--- src/demod_regs.svh ---
/*
  Register offsets, field positions, reset values and timing counts of the
  receive demodulation back end. Assumes byte addressing on an Avalon-MM slave
  with one 32-bit word per register.
*/
`ifndef DEMOD_REGS_SVH
`define DEMOD_REGS_SVH

// ****************************************
// Offsets
// ****************************************
`define OFS_DEMOD_SETUP   8'h00
`define OFS_CORR_CFG      8'h04
`define OFS_SYNC_CFG      8'h08
`define OFS_SYNC_WORD     8'h0C
`define OFS_AFC_CFG       8'h10
`define OFS_AFC_TARGET    8'h14
`define OFS_CDR_CFG       8'h18
`define OFS_STATUS        8'h1C
`define OFS_AFC_ADJ       8'h20

// ****************************************
// Fields
// ****************************************
`define SEL_LSB           0
`define POST_BW_LSB       2
`define MODE_LSB          12
`define CORR_BW_LSB       0
`define PARITY_BIT        10
`define INVERT_BIT        11
`define SYNC_LEN_LSB      0
`define SYNC_TOL_LSB      2
`define AFC_EN_BIT        16
`define LIMIT_LSB         16

// ****************************************
// Reset values and timing
// ****************************************
`define RST_POST_BW       10'h009
`define RST_CORR_BW       10'h03F
`define RST_IF_TARGET     16'h0000
`define RST_AFC_LIMIT     16'h7FFF
`define RST_CDR_DIV       16'h0010
`define OVERSAMPLE        6'h20
`define SAMPLE_PHASE      5'h10
`define LOCK_BITS         4'h9
`define EST_SHIFT         6

`endif

--- src/demod_pkg.sv ---
/*
  Types of the receive demodulation back end: demodulator select codes and the
  whole state record of the top module. Assumes demod_regs.svh for numbers.
*/
package demod_pkg;

  typedef enum logic [1:0] {
    SEL_LINEAR,
    SEL_CORRELATOR,
    SEL_ASK,
    SEL_SPARE
  } demod_sel_e;

  typedef struct packed {
    demod_sel_e          demod_sel;
    logic [9:0]          post_bw;
    logic [2:0]          demod_mode;
    logic [9:0]          corr_bw;
    logic                coef_parity;
    logic                invert;
    logic [1:0]          sync_len;
    logic [1:0]          sync_tol;
    logic [23:0]         sync_word;
    logic [15:0]         loop_scale;
    logic                afc_en;
    logic [15:0]         if_target;
    logic [15:0]         afc_limit;
    logic [15:0]         cdr_div;
    logic                rd_done;
    logic [31:0]         rdata;
    logic signed [17:0]  filt1;
    logic signed [17:0]  filt2;
    logic signed [17:0]  peak;
    logic signed [17:0]  trough;
    logic signed [15:0]  freq_est;
    logic signed [23:0]  integ;
    logic signed [23:0]  n_adjust;
    logic                slice;
    logic                slice_d;
    logic [15:0]         div_cnt;
    logic [4:0]          phase;
    logic                rx_bit;
    logic                bit_tick;
    logic [23:0]         shift;
    logic                match;
    logic                int_lock;
    logic [3:0]          lock_cnt;
  } state_s;

endpackage : demod_pkg

--- src/fsk_ask_demod.sv ---
/*
  Receive back end: post filter, three demodulators, envelope detector,
  frequency control loop, clock recovery and sync word detector, with an
  Avalon-MM register slave. Assumes samples arrive synchronous to ref_clk
  with a one-cycle valid strobe and a well-behaved bus master.
*/
// Operation
// - Select field 01 routes data through the correlator demodulator.
// - Select field 00 uses linear demodulator; slicer feeds clock recovery.
// - Linear mode: discriminator, averaging filter with envelope detector, threshold slicer.
// - Select field 10 filters and envelope-detects signal strength using same bandwidth.
// - Frequency control only in frequency keying modes, from average frequency estimate.
// - Enable bit on: proportional-integral loop continuously adjusts synthesizer divider.
// - Loop corrects offsets up to 50 kHz, settling in about 48 bits.
// - Sync word matched against recovered bits asserts interrupt/lock output.
// - Interrupt/lock output drops after nine recovered data clock cycles.
// - Sync detection active only in demodulator modes 010 and 011.
// - Length field picks a 12, 16, 20 or 24 bit word.
// - Tolerance field accepts up to three mismatched bits.
// - Clock recovery oversamples 32 times data rate, tolerating about 2 percent error.
// - Correlator slicer threshold is fixed at zero.
`timescale 1ns/1ps
`include "demod_regs.svh"

module fsk_ask_demod (
  input  wire logic               ref_clk,
  input  wire logic               rst,
  input  wire logic [7:0]         address,
  input  wire logic               read,
  input  wire logic               write,
  input  wire logic [31:0]        writedata,
  output logic [31:0]             readdata,
  output logic                    waitrequest,
  input  wire logic               sample_valid,
  input  wire logic signed [15:0] limiter_freq,
  input  wire logic [14:0]        corr_upper,
  input  wire logic [14:0]        corr_lower,
  input  wire logic [6:0]         rssi_code,
  output logic                    rx_data,
  output logic                    rx_clk,
  output logic                    int_lock,
  output logic signed [23:0]      afc_n_adjust
);

  demod_pkg::state_s st;
  demod_pkg::state_s next_st;

  // ****************************************
  // Helpers
  // ****************************************
  function automatic logic signed [17:0] lp_step(input logic signed [17:0] y,
                                                 input logic signed [17:0] x,
                                                 input logic [9:0] bw);
    logic signed [28:0] d;
    d = 29'(x - y) * 29'(signed'({1'b0, bw}));
    return y + 18'(d >>> 10);
  endfunction : lp_step

  function automatic logic signed [17:0] track(input logic signed [17:0] env,
                                               input logic signed [17:0] x,
                                               input logic up);
    logic signed [17:0] diff;
    diff = x - env;
    if ((up && diff > 0) || (!up && diff < 0)) begin
      return x;
    end
    return env + (diff >>> 6);
  endfunction : track

  function automatic logic [4:0] mismatches(input logic [23:0] a, input logic [23:0] m);
    logic [4:0] n;
    n = 5'h00;
    for (int i = 0; i < 24; i++) begin
      n = n + {4'h0, a[i] & m[i]};
    end
    return n;
  endfunction : mismatches

  // ****************************************
  // Next state
  // ****************************************
  logic signed [17:0] filt_in;
  logic signed [17:0] thresh;
  logic signed [16:0] err;
  logic signed [33:0] prod;
  logic signed [24:0] pi_sum;
  logic signed [24:0] lim;
  logic [23:0]        mask;
  logic [23:0]        win;
  logic               tick;
  logic [4:0]         ph;
  logic               fsk_mode;
  logic               sync_on;

  always_comb begin
    next_st = st;
    next_st.bit_tick = 1'b0;
    next_st.match = 1'b0;
    filt_in = 18'sh00000;
    thresh = 18'sh00000;
    err = 17'sh00000;
    prod = 34'sh0;
    pi_sum = 25'sh0;
    lim = 25'(signed'({1'b0, st.afc_limit}));
    mask = 24'h000000;
    win = st.shift;
    tick = 1'b0;
    ph = st.phase;
    fsk_mode = (st.demod_sel == demod_pkg::SEL_LINEAR) || (st.demod_sel == demod_pkg::SEL_CORRELATOR);
    sync_on = (st.demod_mode == 3'h2) || (st.demod_mode == 3'h3);

    // Register slave; reads take one wait cycle so readdata comes from a flop
    if (read && !st.rd_done) begin
      next_st.rd_done = 1'b1;
      if (address == `OFS_DEMOD_SETUP) begin
        next_st.rdata = {17'h0, st.demod_mode, st.post_bw, st.demod_sel};
      end else if (address == `OFS_CORR_CFG) begin
        next_st.rdata = {20'h0, st.invert, st.coef_parity, st.corr_bw};
      end else if (address == `OFS_SYNC_CFG) begin
        next_st.rdata = {28'h0, st.sync_tol, st.sync_len};
      end else if (address == `OFS_SYNC_WORD) begin
        next_st.rdata = {8'h00, st.sync_word};
      end else if (address == `OFS_AFC_CFG) begin
        next_st.rdata = {15'h0, st.afc_en, st.loop_scale};
      end else if (address == `OFS_AFC_TARGET) begin
        next_st.rdata = {st.afc_limit, st.if_target};
      end else if (address == `OFS_CDR_CFG) begin
        next_st.rdata = {16'h0, st.cdr_div};
      end else if (address == `OFS_STATUS) begin
        next_st.rdata = {13'h0, st.slice, st.int_lock, st.rx_bit, st.freq_est};
      end else if (address == `OFS_AFC_ADJ) begin
        next_st.rdata = 32'(st.n_adjust);
      end else begin
        next_st.rdata = 32'h00000000;
      end
    end else begin
      next_st.rd_done = 1'b0;
    end

    if (write) begin
      if (address == `OFS_DEMOD_SETUP) begin
        next_st.demod_sel = demod_pkg::demod_sel_e'(writedata[`SEL_LSB +: 2]);
        next_st.post_bw = writedata[`POST_BW_LSB +: 10];
        next_st.demod_mode = writedata[`MODE_LSB +: 3];
      end else if (address == `OFS_CORR_CFG) begin
        next_st.corr_bw = writedata[`CORR_BW_LSB +: 10];
        next_st.coef_parity = writedata[`PARITY_BIT];
        next_st.invert = writedata[`INVERT_BIT];
      end else if (address == `OFS_SYNC_CFG) begin
        next_st.sync_len = writedata[`SYNC_LEN_LSB +: 2];
        next_st.sync_tol = writedata[`SYNC_TOL_LSB +: 2];
      end else if (address == `OFS_SYNC_WORD) begin
        next_st.sync_word = writedata[23:0];
      end else if (address == `OFS_AFC_CFG) begin
        next_st.loop_scale = writedata[15:0];
        next_st.afc_en = writedata[`AFC_EN_BIT];
      end else if (address == `OFS_AFC_TARGET) begin
        next_st.if_target = writedata[15:0];
        next_st.afc_limit = writedata[`LIMIT_LSB +: 16];
      end else if (address == `OFS_CDR_CFG) begin
        next_st.cdr_div = writedata[15:0];
      end
    end

    // Demodulator input select
    if (st.demod_sel == demod_pkg::SEL_CORRELATOR) begin
      filt_in = 18'(signed'({3'b000, corr_upper})) - 18'(signed'({3'b000, corr_lower}));
    end else if (st.demod_sel == demod_pkg::SEL_ASK) begin
      filt_in = 18'(signed'({4'h0, rssi_code, 7'h00}));
    end else begin
      filt_in = 18'(limiter_freq);
    end

    // Second order post filter and envelope detector
    if (sample_valid) begin
      next_st.filt1 = lp_step(st.filt1, filt_in, st.post_bw);
      next_st.filt2 = lp_step(st.filt2, st.filt1, st.post_bw);
      next_st.peak = track(st.peak, st.filt2, 1'b1);
      next_st.trough = track(st.trough, st.filt2, 1'b0);
      next_st.freq_est = st.freq_est + 16'((18'(limiter_freq) - 18'(st.freq_est)) >>> `EST_SHIFT);
    end
    thresh = 18'((19'(st.peak) + 19'(st.trough)) >>> 1);
    if (st.demod_sel == demod_pkg::SEL_CORRELATOR) begin
      next_st.slice = (st.filt2 >= 0) ^ st.invert;
    end else begin
      next_st.slice = st.filt2 > thresh;
    end

    // Frequency control loop; holds its correction outside frequency keying
    if (sample_valid && st.afc_en && fsk_mode) begin
      err = 17'(st.freq_est) - 17'(signed'({1'b0, st.if_target}));
      prod = 34'(err) * 34'(signed'({1'b0, st.loop_scale}));
      next_st.integ = st.integ + 24'(prod >>> 16);
      pi_sum = 25'(st.integ) + 25'(prod >>> 12);
      if (pi_sum > lim) begin
        next_st.n_adjust = 24'(lim);
      end else if (pi_sum < -lim) begin
        next_st.n_adjust = 24'(-lim);
      end else begin
        next_st.n_adjust = 24'(pi_sum);
      end
    end

    // Clock recovery at 32 ticks per bit, nudged one tick per edge
    if (st.div_cnt + 16'h0001 >= st.cdr_div) begin
      next_st.div_cnt = 16'h0000;
      tick = 1'b1;
    end else begin
      next_st.div_cnt = st.div_cnt + 16'h0001;
    end
    if (tick) begin
      next_st.slice_d = st.slice;
      ph = st.phase + 5'h01;
      if (st.slice != st.slice_d && st.phase != 5'h00) begin
        ph = (st.phase < `SAMPLE_PHASE) ? st.phase : st.phase + 5'h02;
      end
      next_st.phase = ph;
      if (ph == `SAMPLE_PHASE) begin
        next_st.rx_bit = st.slice;
        next_st.bit_tick = 1'b1;
      end
    end

    // Sync word window, newest bit in the low end so the first bit sent is the top
    mask = 24'hFFFFFF >> (5'd12 - {1'b0, st.sync_len, 2'b00});
    if (st.bit_tick) begin
      win = {st.shift[22:0], st.rx_bit};
      next_st.shift = win;
      next_st.match = sync_on && (mismatches(win ^ st.sync_word, mask) <= {3'h0, st.sync_tol});
    end
    if (st.match) begin
      next_st.int_lock = 1'b1;
      next_st.lock_cnt = 4'h0;
    end else if (st.int_lock && st.bit_tick) begin
      next_st.lock_cnt = st.lock_cnt + 4'h1;
      if (st.lock_cnt + 4'h1 == `LOCK_BITS) begin
        next_st.int_lock = 1'b0;
      end
    end
  end

  // ****************************************
  // State register
  // ****************************************
  always_ff @(posedge ref_clk) begin
    if (rst) begin
      st <= '0;
      st.post_bw <= `RST_POST_BW;
      st.corr_bw <= `RST_CORR_BW;
      st.if_target <= `RST_IF_TARGET;
      st.afc_limit <= `RST_AFC_LIMIT;
      st.cdr_div <= `RST_CDR_DIV;
    end else begin
      st <= next_st;
    end
  end

  assign readdata = st.rdata;
  assign waitrequest = read && !st.rd_done;
  assign rx_data = st.rx_bit;
  assign rx_clk = st.phase >= `SAMPLE_PHASE;
  assign int_lock = st.int_lock;
  assign afc_n_adjust = st.n_adjust;
endmodule : fsk_ask_demod

--- config.mk ---
export PLATFORM = sky130hd
export DESIGN_NAME = fsk_ask_demod
export DESIGN_NICKNAME = d
export VERILOG_FILES = /design/src/demod_pkg.sv /design/src/fsk_ask_demod.sv
export VERILOG_INCLUDE_DIRS = /design/src
export SDC_FILE = /design/constraint.sdc
export NUM_CORES = 2
export LEC_CHECK = 0
export ABC_CLOCK_PERIOD_IN_PS = 28000
export BUFFER_PORTS_ARGS = -buffer_cell sky130_fd_sc_hd__buf_2
export CAP_MARGIN = 25
export CORE_MARGIN = 1
export CORE_UTILIZATION = 60
export DETAILED_ROUTE_END_ITERATION = 10
export GPL_ROUTABILITY_DRIVEN = 0
export PLACE_DENSITY_LB_ADDON = 0.15
export SYNTH_ARGS = -nofsm -noshare
export SYNTH_HDL_FRONTEND = slang
export SYNTH_SLANG_ARGS = --single-unit
--- constraint.sdc ---
create_clock -name ref_clk -period 28 [get_ports ref_clk]
set_input_delay 5.6 -clock ref_clk [delete_from_list [all_inputs] [get_ports ref_clk]]
set_output_delay 5.6 -clock ref_clk [all_outputs]
set_load 0.02 [all_outputs]
==> summary.md <==
| Metric | Value |
|---|---|
| Max Cap Viol | `0` |
| # Post-CTS Setup Buffers | `0` |
| Synth warn | `0` |
| Reg-to-reg endpoint | `afc_n_adjust[6]` |
| Net Count, Synth | `7530` |
| Crit-path max cell delay | `0.64 ns` |
| FF-to-FF Start | `st[104]` |
| Syn avg cell area | `8.24 um2` |
| Initial core utilization | `60.6%` |
| Cell count after placement | `7331` |
| WL/cell | `19.3 um` |
| Final Cycle Share | `58.0%` |
| CP required | `28.50 ns` |
| Top cell family by delay on the critical path | `compound AO/OA/AOI/OAI gates` |
| Critical Path Sink | `st[190]` |
| Initial antenna violation count | `9` |
| Area Growth Syn to Fin | `5.66%` |
| Clk sinks | `343` |
| Setup TNS | `0 ns` |
| Post-CTS Hold Fix Bufs | `0` |
| Root buffer cell | `clkbuf_16` |
| Non-filler cells in the finished layout | `7411` |
| Slowest-stage cell, CP | `or4b_2` |
| Reg2Reg Depth | `48` |
| Share of layout cells above drive strength 1 | `5.76%` |
| First-pass GRT wire length | `229000 um` |
| Worst vdd ir | `322 uV` |
| Routed WL | `143000 um` |
| Hold_ws | `0.451 ns` |
| Final Skew | `0.0187 ns` |
| CTS tree | `built` |
| Crit-path max FO | `10` |
| Number of synthesized flops with an enable pin | `0` |
| R2r setup slk | `13.24 ns` |
| P_leak | `25.8 nW` |
| Critical Setup Path Class | `primary input to flip-flop` |
| Synth Flop Type | `dfxtp_1` |
| GRT Total Usage | `33.0%` |
| Top cell by count, worst path | `a21oi_1` |
| Nets@finish | `7504` |
| Chip Height | `295 um` |
| H-tree Lvls | `2` |
| Status | `complete, no violations` |
| Drc violations | `0` |
| Seq cells post-synth | `343` |
| Ys async rst share | `0%` |
| Post-CTS Resized | `0` |
| Port buffer count | `157` |
| Worst EP arrival | `16.73 ns` |
| Die width | `295 um` |
| Die area | `87200 um2` |
| Top-Level Pins | `158` |
| DP HPWL | `112000 um` |
| Commonest non-fill, non-tap cell in the layout | `inv_1` |
| Buf/Inv on CP | `4` |
| Post-synthesis sequential area ratio | `13.3%` |
| Final setup margin | `11.77 ns` |
| FP Rows | `107` |
| Total number of vias | `43500` |
| Fin crit period | `16.23 ns` |
| Filler cells | `7516` |
| Multi-input combinational cell area | `40000 um2` |
| Least-Margin Pin Slew | `1.10 ns` |
| Final cell area excluding filler cells | `54500 um2` |
| DRT Pass-1 Iters | `6` |
| Post-Syn Area | `51600 um2` |
| Type of origin of the critical path | `primary input` |
| Gr ovfl total | `0` |
| FF/Latch Area | `6870 um2` |
| Vias in the first global route | `42800` |
| Post-DP Area | `53100 um2` |
| Setup crit start | `corr_upper[0]` |
| Final setup vio count | `0` |
| Worst skew pair latency | `0.59 ns` |
| Slew headroom | `26.3%` |
| Clk buf depth | `3` |
| DP Worst Slack | `11.32 ns` |
| Fin. max-slew vios | `0` |
| Drt via density | `5.88` |
| Pin count of the biggest net entering global routing | `101` |
| Final ANT Viol Nets | `0` |
| Total CTS buffers | `41` |
| CP Capture Type | `flip-flop` |
| Clock-pin transition on the worst setup and hold timing paths | `0.06 ns` |
| Min-delay worst type | `flip-flop to flip-flop` |
| Commonest non-fill, non-tap cells in the layout | `921 x inv_1, 764 x nand2_1, 620 x fa_1` |
| Core area | `85100 um2` |
| Final Hold Viols | `0` |
| WP depth | `47` |
| Initial DRC count | `2978` |
| RSZ-0062 raised after global routing | `no` |
| Netlist cell types | `92` |
| Cells after Synth | `6261` |
| Max Clk Rate | `61.6 MHz` |
| Pwr dens | `124 nW/um2` |
==> cells in the mapped netlist, types with 126 or more instances <==
| master | number | share of area (%) |
|---|---|---|
| clkbuf_1 | 226 | 1.6 |
| inv_1 | 922 | 6.7 |
| dfxtp_1 | 343 | 13 |
| nand2_1 | 764 | 5.6 |
| ha_1 | 551 | 13 |
| a21oi_1 | 383 | 3.7 |
| nand3_1 | 126 | 1.2 |
| xnor2_1 | 229 | 3.9 |
| nor2_1 | 369 | 2.7 |
| o21ai_0 | 196 | 1.9 |
| and2_1 | 270 | 3.3 |
| fa_1 | 620 | 24 |
==> worst min path at each step <==
stage | from | to | slack [ns] | cells past startpoint
2_1_floorplan | readdata[24] | readdata[24] | 0.43 | 2
3_3_place_gp | readdata[29] | readdata[29] | 0.44 | 2
3_5_place_dp | readdata[30] | readdata[30] | 0.44 | 2
4_1_cts | readdata[30] | readdata[30] | 0.45 | 2
5_1_grt | st[327] | st[327] | 0.47 | 2
6_report | readdata[30] | readdata[30] | 0.45 | 2
==> power breakdown <==
group          leakage (nW)  switching, mW  internal [mW]
Clock                 0.671          0.236          0.318
Combinational          22.3           3.16           2.40
Sequential             2.79         0.0940          0.549
==> routing by layer <==
layer  vias up  share of wire [%]  track usage, %
met5         -              0.045               0
met4        10                4.8            14.6
met3       362                6.4            4.84
met2      1420                 49            57.7
met1     21200                 40            40.4
li1      20500                  -               -
==> worst min-delay path: stages, from the launching register on <==
cell	delay, ns
dfxtp_1	0.31
nand2_1	0.05
a21oi_1	0.05
==> cell type report <==
type	count	area share (%)
diodes	5	0.0229
multi-input cells	4695	73.3
clock inverters	19	0.406
repair buffers	232	2.64
inverters	922	6.35
well taps	1144	2.62
flip-flops and latches	343	12.6
clock buffers	51	2.08
==> stage by stage <==
stage | utilization [%] | total power, mW
final | 64.1 | 6.75
after global routing | 64.0 | 7.52
after CTS | 63.9 | 6.75
after detailed placement | 62.3 | 6.15
after global placement | 62.3 | 5.98
after floorplan | - | 5.03
==> state kept, by name, indices dropped and copies added (netlist names) <==
register and count:
int_lock 1, rx_data 1, readdata 32, st 269, afc_n_adjust 24, lim 16
==> cells by family after synthesis <==
kind of cell / synth area share, %
XOR/XNOR: 5.55
buffers and inverters: 9.37
multiplexers: 2.00
AND/OR/NAND/NOR: 17.8
flip-flops: 13.3
AO/OA/AOI/OAI: 14.5
adder cells (fa/ha/maj): 37.5
No activity file was read; power rests on OpenSTA's default activity.
